File: config.mk
export PLATFORM = sky130hd
export DESIGN_NAME = acs_sequencer
export DESIGN_NICKNAME = d
export VERILOG_FILES = /design/src/logic/acs_pkg.sv /design/src/logic/acs_sequencer.sv /design/src/logic/acs_prescaler.sv
export SDC_FILE = /design/constraint.sdc
export NUM_CORES = 1
export LEC_CHECK = 0
export ABC_CLOCK_PERIOD_IN_PS = 8000
export BUFFER_PORTS_ARGS = -buffer_cell sky130_fd_sc_hd__buf_2
export CORE_ASPECT_RATIO = 0.9
export CORE_UTILIZATION = 45
export CTS_BUF_LIST = sky130_fd_sc_hd__clkbuf_8
export DETAILED_ROUTE_END_ITERATION = 10
export GPL_TIMING_DRIVEN = 0
export PLACE_DENSITY = 0.67
export SYNTH_ARGS = -nofsm -noshare
export SYNTH_HDL_FRONTEND = slang
export SYNTH_SLANG_ARGS = --single-unit
File: constraint.sdc
create_clock -name CLK -period 8 [get_ports CLK]
set_input_delay 1.2 -clock CLK [delete_from_list [all_inputs] [get_ports CLK]]
set_output_delay 1.2 -clock CLK [all_outputs]
set_load 0.01 [all_outputs]
File: src/logic/acs_pkg.sv
// Shared constants for the conversion sequencer
package acs_pkg;
	localparam int unsigned  CLK_FREQ_HZ     = 100_000_000;
	localparam int unsigned  RES_BITS        = 10;
	localparam int unsigned  DIV_SEL_BITS    = 3;
	localparam int unsigned  PRE_CNT_BITS    = 7;
	localparam int unsigned  CYC_BITS        = 5;
	// Converter clock cycles per conversion
	localparam logic [4:0]   NORMAL_CYCLES   = 5'h0D;
	localparam logic [4:0]   FIRST_CYCLES    = 5'h19;
	// Whole converter cycle before the half-cycle sample point
	localparam logic [4:0]   NORMAL_SH_CYCLE = 5'h01;
	localparam logic [4:0]   FIRST_SH_CYCLE  = 5'h0D;
	// Trigger synchroniser depth in CPU cycles
	localparam int unsigned  TRIG_SYNC_CYCLES = 3;
	// Reset values
	localparam logic [9:0]   RESULT_RST      = 10'h000;
	localparam logic [6:0]   PRE_CNT_RST     = 7'h00;
	localparam logic [4:0]   CYC_RST         = 5'h00;

	typedef enum logic [1:0]
	{
		ACS_IDLE  = 2'b00,
		ACS_WAIT  = 2'b01,
		ACS_CONV  = 2'b10
	} acs_state_t;
endpackage

File: src/logic/acs_sequencer.sv
// Conversion sequencer: start, timing, sample strobe and completion
// What this block does
// - The CPU clock is divided by a prescaler chosen by the divide select to give the converter clock.
// - The prescaler counts while the converter is enabled and is held in reset while it is disabled.
// - With auto trigger off, a software start begins the conversion at the next rising converter clock edge.
// - A normal conversion lasts 13 converter clock cycles from its start.
// - The first conversion after enabling lasts 25 converter clock cycles.
// - Sample-and-hold happens 1.5 cycles after a normal software start and 13.5 cycles after a first start.
// - At the end of each conversion the result is stored and the done flag set.
// - In single mode the start bit clears with the done flag and a new set starts again on the next edge.
// - An auto-trigger event resets the prescaler so trigger-to-start delay is fixed.
// - An auto-triggered normal sample lands two converter cycles after the synchronised trigger rising edge.
// - The trigger source passes three CPU clock stages first: two of synchronisation and one for edge detect.
// - In free-running mode a new conversion starts on completion and the start bit stays high.
// - Results span zero to two to the n minus one for an n-bit conversion.
`timescale 1ns/1ps
module acs_sequencer
	import acs_pkg::*;
(
	input  wire logic                    CLK,
	input  wire logic                    ARST_N,
	input  wire logic                    CONV_ENABLE,
	input  wire logic [DIV_SEL_BITS-1:0] CONV_CLK_DIV_SEL,
	input  wire logic                    CONV_START_SET,
	input  wire logic                    AUTO_TRIG_EN,
	input  wire logic                    FREE_RUN,
	input  wire logic                    TRIG_SRC,
	input  wire logic                    CONV_DONE_CLR,
	input  wire logic [RES_BITS-1:0]     ANA_RESULT,
	output logic                         CONV_START,
	output logic                         CONV_DONE_FLAG,
	output logic [RES_BITS-1:0]          CONV_RESULT,
	output logic                         SAMPLE_HOLD,
	output logic                         CONV_BUSY
);
	acs_state_t              state_q;
	logic                    start_q;
	logic                    done_q;
	logic                    first_q;
	logic [RES_BITS-1:0]     result_q;
	logic [CYC_BITS-1:0]     cyc_q;
	logic [TRIG_SYNC_CYCLES-1:0] trig_q;
	logic                    trig_edge;
	logic                    rise_tick;
	logic                    half_tick;
	logic                    complete;
	logic [CYC_BITS-1:0]     conv_len;
	logic [CYC_BITS-1:0]     sh_cycle;
	logic [CYC_BITS-1:0]     conv_last;
	logic                    auto_q;
	logic                    sh_tick;

	// Three stages: two to synchronise, one for edge detect
	always_ff @(posedge CLK or negedge ARST_N)
	begin
		if (!ARST_N)
			trig_q <= '0;
		else
			trig_q <= {trig_q[1:0], TRIG_SRC};
	end

	assign trig_edge = AUTO_TRIG_EN && CONV_ENABLE && trig_q[1] && !trig_q[2] && (state_q == ACS_IDLE);

	// Disabled or trigger event restarts the divider
	acs_prescaler u_pre
	(
		.clk       (CLK),
		.arst_n    (ARST_N),
		.hold_rst  (!CONV_ENABLE || trig_edge),
		.div_sel   (CONV_CLK_DIV_SEL),
		.rise_tick (rise_tick),
		.half_tick (half_tick)
	);

	assign conv_len = first_q ? FIRST_CYCLES : NORMAL_CYCLES;
	assign sh_cycle = first_q ? FIRST_SH_CYCLE : NORMAL_SH_CYCLE;
	// Start tick is cycle zero, so the tick that ends the last cycle completes
	assign conv_last = conv_len - 5'h01;
	assign complete  = (state_q == ACS_CONV) && rise_tick && (cyc_q == conv_last);

	// Sequencer state; free run chains straight into the next start
	always_ff @(posedge CLK or negedge ARST_N)
	begin
		if (!ARST_N)
			state_q <= ACS_IDLE;
		else if (!CONV_ENABLE)
			state_q <= ACS_IDLE;
		else
			case (state_q)
				ACS_IDLE:
					if (trig_edge)
						state_q <= ACS_CONV;
					else if (CONV_START_SET && !AUTO_TRIG_EN)
						state_q <= ACS_WAIT;
				ACS_WAIT:
					if (rise_tick)
						state_q <= ACS_CONV;
				ACS_CONV:
					if (complete && !FREE_RUN)
						state_q <= ACS_IDLE;
				default:
					state_q <= ACS_IDLE;
			endcase
	end

	// Cycle count since start edge; a trigger edge is itself the start
	always_ff @(posedge CLK or negedge ARST_N)
	begin
		if (!ARST_N)
			cyc_q <= CYC_RST;
		else if (state_q == ACS_WAIT && rise_tick)
			cyc_q <= CYC_RST;
		else if (trig_edge)
			cyc_q <= CYC_RST;
		else if (complete)
			cyc_q <= CYC_RST;
		else if (state_q == ACS_CONV && rise_tick)
			cyc_q <= cyc_q + 5'h01;
	end

	// Extra analog init on the first conversion after enable
	always_ff @(posedge CLK or negedge ARST_N)
	begin
		if (!ARST_N)
			first_q <= 1'b1;
		else if (!CONV_ENABLE)
			first_q <= 1'b1;
		else if (complete)
			first_q <= 1'b0;
	end

	// Start bit: stays up through a conversion, writes ignored while busy
	always_ff @(posedge CLK or negedge ARST_N)
	begin
		if (!ARST_N)
			start_q <= 1'b0;
		else if (!CONV_ENABLE)
			start_q <= 1'b0;
		else if (complete && !FREE_RUN)
			start_q <= 1'b0;
		else if (state_q == ACS_IDLE && CONV_START_SET && !AUTO_TRIG_EN)
			start_q <= 1'b1;
		else if (trig_edge)
			start_q <= 1'b1;
	end

	// Triggered normal start samples on a whole edge, not mid-period
	always_ff @(posedge CLK or negedge ARST_N)
	begin
		if (!ARST_N)
			auto_q <= 1'b0;
		else if (trig_edge)
			auto_q <= 1'b1;
		else if (state_q == ACS_IDLE && CONV_START_SET && !AUTO_TRIG_EN)
			auto_q <= 1'b0;
	end

	// Result captured at completion; width bounds the code range
	always_ff @(posedge CLK or negedge ARST_N)
	begin
		if (!ARST_N)
			result_q <= RESULT_RST;
		else if (complete)
			result_q <= ANA_RESULT;
	end

	// Completion flag; a new set beats a same-cycle clear
	always_ff @(posedge CLK or negedge ARST_N)
	begin
		if (!ARST_N)
			done_q <= 1'b0;
		else if (complete)
			done_q <= 1'b1;
		else if (CONV_DONE_CLR)
			done_q <= 1'b0;
	end

	// Sample strobe at the half-period after the chosen whole cycle, or at its end for a triggered normal start
	assign sh_tick     = (auto_q && !first_q) ? rise_tick : half_tick;
	assign SAMPLE_HOLD = (state_q == ACS_CONV) && sh_tick && (cyc_q == sh_cycle);

	assign CONV_START     = start_q || (state_q != ACS_IDLE);
	assign CONV_BUSY      = (state_q != ACS_IDLE);
	assign CONV_DONE_FLAG = done_q;
	assign CONV_RESULT    = result_q;
endmodule

File: src/logic/acs_prescaler.sv
// Converter clock prescaler producing edge and mid-period ticks
`timescale 1ns/1ps
module acs_prescaler
	import acs_pkg::*;
(
	input  wire logic                    clk,
	input  wire logic                    arst_n,
	input  wire logic                    hold_rst,
	input  wire logic [DIV_SEL_BITS-1:0] div_sel,
	output logic                         rise_tick,
	output logic                         half_tick
);
	logic [PRE_CNT_BITS-1:0] cnt_q;
	logic [PRE_CNT_BITS-1:0] last;

	// Division factor minus one; selector 0 still divides by two
	function automatic logic [PRE_CNT_BITS-1:0] div_last(input logic [DIV_SEL_BITS-1:0] sel);
		logic [7:0] full;
		full = (sel == 3'h0) ? 8'h02 : (8'h01 << sel);
		div_last = PRE_CNT_BITS'(full - 8'h01);
	endfunction

	assign last = div_last(div_sel);

	// Held in reset while disabled or on trigger restart
	always_ff @(posedge clk or negedge arst_n)
	begin
		if (!arst_n)
			cnt_q <= PRE_CNT_RST;
		else if (hold_rst)
			cnt_q <= PRE_CNT_RST;
		else if (cnt_q == last)
			cnt_q <= PRE_CNT_RST;
		else
			cnt_q <= cnt_q + 7'h01;
	end

	// Ticks are handshake-style strobes, so combinational is fine
	assign rise_tick = !hold_rst && (cnt_q == last);
	assign half_tick = !hold_rst && (cnt_q == (last >> 1));
endmodule

---- Yosys cells after proc, flatten, opt, wreduce, memory -nomap -nowiden ----
Cells that the tools add are included.
word-level totals
  flip-flop bits (word level) ............. 31
  logic and storage cells ................. 82
  output and inout port bits .............. 14
  input bits .............................. 21
operators by class
  shift-type cells ........................ 1
  eq/ne operators ......................... 11
  reduce and logical (&&, ||, !) cells .... 31
  add/sub/neg operators ................... 4
  muxes and demuxes ....................... 26
operators by type and width
  operator             number
  $mux 5               5
  $mux 7               3
  $logic_and 1x1->1    16
  $mux 1               11
  $mux 2               5
  $add 7x1->7 const B  1
  $eq 7x6->1           1
  $eq 7x7->1           1
  $shl 1x3->7 const A  1
  $sub 7x1->7 const B  1
  $logic_not 1->1      6
  $pmux 2 s3           1
  $reduce_bool 2->1    3
  $add 5x1->5 const B  1
  $eq 5x4->1           1
  $eq 5x5->1           1
  $sub 5x1->5 const B  1
  $mux 4               1
  $ne 4x1->1 const B   1
  $ne 4x4->1 const B   1
  $reduce_bool 4->1    1
  $logic_not 3->1      1
  $ne 3x2->1 const B   1
  $ne 3x3->1 const B   1
  6 further kinds      7

---- Logic depth before layout (Yosys ltp) ----
  depth after elaboration ................. 13
  depth in mapped cells ................... 11
  depth with buffers taken out ............ 9

---- Cells and area by module ----
From an unflattened synthesis, not the netlist that was laid out.
second synthesis, totals
  cell total of the unflattened synthesis .. 168
  area, all modules ....................... 1,771.7 µm²
by module, submodules not included
  module         times used  sequential area each (µm²)  area an instance (µm²)  cells an instance
  acs_sequencer  1           601.8                       1,173.6                 97
  acs_prescaler  1           175.2                       598.1                   71

---- Least setup slack after synthesis ----
No wires, ideal clock.
  kind .................................... input -> output
  from .................................... input port CONV_CLK_DIV_SEL[0]
  to ...................................... output port SAMPLE_HOLD
  path slack .............................. 3.392 ns
  stages .................................. 9
  required time ........................... 6.800 ns
  path buffers ............................ 1
  arrival time ............................ 3.408 ns
  cell sequence ........................... buf_6 or3b_2 ha_1 or3b_1 a21boi_2 o21ai_2 a211o_2 nor3_1 o221a_2
between the ends
  longest elaborated chain between the ends .. 8
  elaborated cells on any way between the ends .. 11
  those cells by class .................... add/sub (1); eq/ne (2); shift (1); mux (2); reduce/logical (5)
RTL lines
  item                                            RTL line                                  RTL
  start, declared                                 acs_sequencer.sv:23                       input wire logic [DIV_SEL_BITS-1:0] CONV_CLK_DIV_SEL,
  $logic_not 3->1 or $shl 1x3->7 (tied branches)  acs_prescaler.sv:19                       full = (sel == 3'h0) ? 8'h02 : (8'h01 << sel);
  $mux 7 (*)                                      acs_prescaler.sv:19
  $sub 7x1->7 (*)                                 acs_prescaler.sv:20                       div_last = PRE_CNT_BITS'(full - 8'h01);
  $eq 7x6->1 or $eq 7x7->1 (tied branches)        acs_prescaler.sv:40, acs_prescaler.sv:39
  $logic_and 1x1->1, on equally long branches     acs_prescaler.sv:40, acs_prescaler.sv:39
  $mux 1 (*)                                      acs_sequencer.sv:179                      assign sh_tick = (auto_q && !first_q) ? rise_tick : half_tick;
  $logic_and 1x1->1 (*) (2 in a row)              acs_sequencer.sv:180                      assign SAMPLE_HOLD = (state_q == ACS_CONV) && sh_tick && (cyc_q == sh_cycle);
  end, declared                                   acs_sequencer.sv:33                       output logic SAMPLE_HOLD,
Mark *: on every way between the ends. The rest lies on a longest branch, timed or not.

---- Final worst setup path ----
  from .................................... input port CONV_CLK_DIV_SEL[2]
  to ...................................... output port SAMPLE_HOLD
Same word-level chain as after synthesis.

==> results.rst <==
.. list-table::
   :header-rows: 1

   * - Metric
     - Value
   * - Status
     - completed
   * - WP buf/inv
     - 2
   * - Share of total power in combinational logic
     - 11.8%
   * - # hold bufs at CTS
     - 0
   * - Portion of the clock cycle consumed by the worst path in the final layout
     - 60.7%
   * - CTS tree
     - done
   * - Number of buffers inserted during clock tree synthesis
     - 5
   * - Sequential Power Share
     - 45.1%
   * - Achievable Freq
     - 206 MHz
   * - Placed cell area
     - 2010 sq um
   * - CP max stage delay
     - 0.45 ns
   * - Power share of the clock group
     - 43.1%
   * - Post-synthesis cell count
     - 174
   * - Antenna-violating nets left
     - 0
   * - Internal power summed over all cells
     - 0.000283 W
   * - Number of cells in the design after placement
     - 252
   * - Critical Path Sink Type
     - output port
   * - First-pass GRT wire length
     - 6110 um
   * - Leftover overflow at the end of global routing
     - 0
   * - Setup total negative slack
     - 0 ns
   * - Synthesis warning total
     - 0
   * - Final wirelength
     - 3710 um
   * - Worst-case clock skew
     - 0.00446 ns
   * - Std-Cell Core Area
     - 3760 sq um
   * - Worst relative slew slack
     - 54.0%
   * - Post-route insts no fill
     - 260
   * - Count of inserted antenna diode cells
     - 0
   * - Share of flip-flops with an asynchronous set or reset after synthesis
     - 100%
   * - Number of rows in the core area
     - 21
   * - Startpoint class of the critical path
     - primary input
   * - Number of iterations in the first detailed-routing pass
     - 4
   * - Cell Chain, Critical Path
     - buf_2, or3b_2, ha_1, or3b_1, a21boi_2, o21ai_2, a211o_2, nor3_1, o221a_2, buf_2
   * - Setup repair after global routing missed its margin
     - no
   * - Area of the die
     - 4230 sq um
   * - Hold path startpoint
     - trig_q[0]
   * - GRT Overall Usage
     - 20.4%
   * - VDD IR-drop max
     - 0.000120 V
   * - Net switching power
     - 0.0000898 W
   * - Vias after detailed routing
     - 1431
   * - Switching power share of the total
     - 24.1%
   * - Largest fanout on the critical path
     - 8
   * - Top-level I/O count
     - 35
   * - Initial core utilization
     - 47.6%
   * - Clock Sink Count
     - 31
   * - Arrival time worst endpoint
     - 3.66 ns
   * - Post-Place Setup Slack
     - 3.13 ns
   * - Gates resized, CTS repair
     - 0
   * - DIE HEIGHT
     - 61.8 um
   * - Clock root buffer
     - sky130_fd_sc_hd__clkbuf_8
   * - Post-layout minimum cycle time
     - 4.86 ns
   * - Part of the Yosys area used for sequential elements
     - 43.4%
   * - Area Overhead vs Synth
     - 18.7%
   * - Overall power after layout
     - 0.000373 W
   * - Htree depth
     - 2
   * - Number of port buffers
     - 32
   * - Via count of the first global-routing pass
     - 1379
   * - Largest net degree at the start of global routing
     - 32
   * - Post-synthesis average cell area
     - 10.3 sq um
   * - Synth Cell Area
     - 1790 sq um
   * - Antenna violations before repair
     - 0
   * - Fraction of final layout cells with drive strength greater than 1
     - 25.7%
   * - Detail-routed net length per standard cell
     - 14.3 um
   * - Number of enable-type register cells in the synthesized netlist
     - 0
   * - Nets
     - 239
   * - Total count of hold-check failures in the final report
     - 0
   * - Worst Max-Slew Pin Slew
     - 0.690 ns
   * - Crit path max-delay cell type
     - sky130_fd_sc_hd__or3b_2
   * - Count of cell types in the netlist
     - 49
   * - Required time at the endpoint of the critical path
     - 6.80 ns
   * - Number of max-slew violations in the final report
     - 0
   * - Worst Setup SP
     - CONV_CLK_DIV_SEL[2]
   * - Leakage power total
     - 1.06 nW
   * - Detailed Place HPWL
     - 2660 um
   * - Fill cell total of the finished layout
     - 359
   * - Setup Fix Bufs, Post-CTS
     - 0
   * - Reg2Reg Launch Point
     - u_pre.cnt_q[3]
   * - PnR worst setup slack
     - 3.14 ns
   * - Die width
     - 68.5 um
   * - Clock transition time at the flip-flop clock pins of the worst setup and hold paths
     - 0.06 ns
   * - Detailed router's first-iteration violation count
     - 35
   * - Power Density
     - 175 nW/um^2
   * - # Max-Cap Violations
     - 0
   * - Per-cell via count in the routed design
     - 5.50
   * - Category of cells accounting for the largest share of critical-path delay
     - simple AND/OR/NAND/NOR gates
   * - Most frequent cell on the critical path
     - sky130_fd_sc_hd__buf_2
   * - Most instantiated flip-flop cell in the synthesis netlist
     - sky130_fd_sc_hd__dfrtp_1
   * - Deepest clock path buffer count
     - 2
   * - Hold crit path type
     - reg2reg
   * - Clk Latency, worst-skew pair
     - 0.29 ns
   * - Finished Cell Area
     - 2120 sq um
   * - Remaining DRCs
     - 0
   * - Flops & latches, synth
     - 31
   * - Crit path kind
     - in2out
   * - Number of endpoints failing setup at the final stage
     - 0
   * - Net Count, Synth
     - 200
   * - Final estimated routing congestion in global placement
     - 0.878
-- synth_stat cells (3+ instances only) --
cell type | n | share of area (%)
sky130_fd_sc_hd__nand2_1 | 8 | 1.7
sky130_fd_sc_hd__xor2_1 | 6 | 2.9
sky130_fd_sc_hd__o21ai_1 | 4 | 1.1
sky130_fd_sc_hd__o21ai_0 | 4 | 1.1
sky130_fd_sc_hd__inv_1 | 10 | 2.1
sky130_fd_sc_hd__mux2_1 | 10 | 6.3
sky130_fd_sc_hd__nor2_1 | 19 | 4.0
sky130_fd_sc_hd__nor3b_1 | 5 | 2.1
sky130_fd_sc_hd__clkbuf_1 | 3 | 0.63
sky130_fd_sc_hd__xnor2_1 | 8 | 3.9
sky130_fd_sc_hd__nand3_1 | 6 | 1.7
sky130_fd_sc_hd__buf_6 | 3 | 1.9
sky130_fd_sc_hd__a21oi_1 | 6 | 1.7
sky130_fd_sc_hd__nor3_1 | 5 | 1.4
sky130_fd_sc_hd__a32oi_1 | 3 | 1.5
sky130_fd_sc_hd__ha_1 | 5 | 3.5
sky130_fd_sc_hd__dfrtp_1 | 30 | 42
-- power groups by stage --
stage / clock (W) / combinational, W / sequential [W]
global route: 0.000168 / 0.0000496 / 0.000169
detailed placement: 0 / 0.0000436 / 0.000171
CTS: 0.000164 / 0.0000442 / 0.000168
finish: 0.000161 / 0.0000439 / 0.000168
floorplan: 0 / 0.0000289 / 0.000169
global placement: 0 / 0.0000421 / 0.000170
-- area by class of cell --
type	count	area (sq um)	area share [%]
well taps	46	57.6	2.71
clock inverters	2	35.0	1.65
flip-flops and latches	31	777	36.6
repair buffers	32	160	7.54
clock buffers	6	82.6	3.89
plain buffers	6	45.0	2.12
inverters	10	37.5	1.77
multi-input cells	127	930	43.8
-- worst paths after layout --
kind	end	slack (ns)	cells after the start
min in group asynchronous	cyc_q[4]	0.95	1
max	SAMPLE_HOLD	3.14	10
max in group asynchronous	CONV_RESULT[6]	6.60	1
min reg2reg	trig_q[1]	0.35	0
max reg2reg	CONV_RESULT[6]	5.59	7
min	trig_q[1]	0.35	0
-- layout by cell type, fill, tap and decap left out, types with 3 or more instances in the layout --
cell,synthesis,final
sky130_fd_sc_hd__a21oi_1,6,6
sky130_fd_sc_hd__a32oi_1,3,3
sky130_fd_sc_hd__buf_2,0,32
sky130_fd_sc_hd__buf_6,3,3
sky130_fd_sc_hd__clkbuf_1,3,3
sky130_fd_sc_hd__clkbuf_8,0,6
sky130_fd_sc_hd__dfrtp_1,30,30
sky130_fd_sc_hd__ha_1,5,5
sky130_fd_sc_hd__inv_1,10,10
sky130_fd_sc_hd__mux2_1,10,10
sky130_fd_sc_hd__nand2_1,8,8
sky130_fd_sc_hd__nand3_1,6,6
sky130_fd_sc_hd__nor2_1,19,19
sky130_fd_sc_hd__nor3_1,5,5
sky130_fd_sc_hd__nor3b_1,5,5
sky130_fd_sc_hd__o21ai_0,4,4
sky130_fd_sc_hd__o21ai_1,4,4
sky130_fd_sc_hd__xnor2_1,8,8
sky130_fd_sc_hd__xor2_1,6,6
-- cells by family after synthesis --
family                     synth area share [%]
DFF                                        43.4
AOI/OAI and AO/OA                          14.3
adders and majority gates                  3.50
and+or+nand+nor                            19.8
muxes                                      6.29
buffers and inverters                      4.62
xor gates and xnor gates                   8.11
-- layer usage --
layer | vias up | share of wire (%) | track usage, %
met5 | - | 0 | 0
met3 | 13 | 7.3 | 6.75
li1 | 695 | - | -
met2 | 52 | 46 | 31.5
met4 | 0 | 3.4 | 13.7
met1 | 671 | 43 | 24.4
-- state kept, by name, indices dropped and copies added (netlist names) --
register,cells
CONV_DONE_FLAG,1
CONV_RESULT,10
auto_q,1
cyc_q,5
first_q,1
start_q,1
state_q,2
trig_q,3
u_pre.cnt_q,7
-- stage by stage --
step	utilization (%)	hold WS (ns)
after floorplan	-	0.331
after global placement	53.4	0.333
after detailed placement	53.4	0.344
after CTS	56.5	0.359
after global routing	56.5	0.363
final	56.5	0.353
Note: power is estimated with default switching activity, not from simulation.
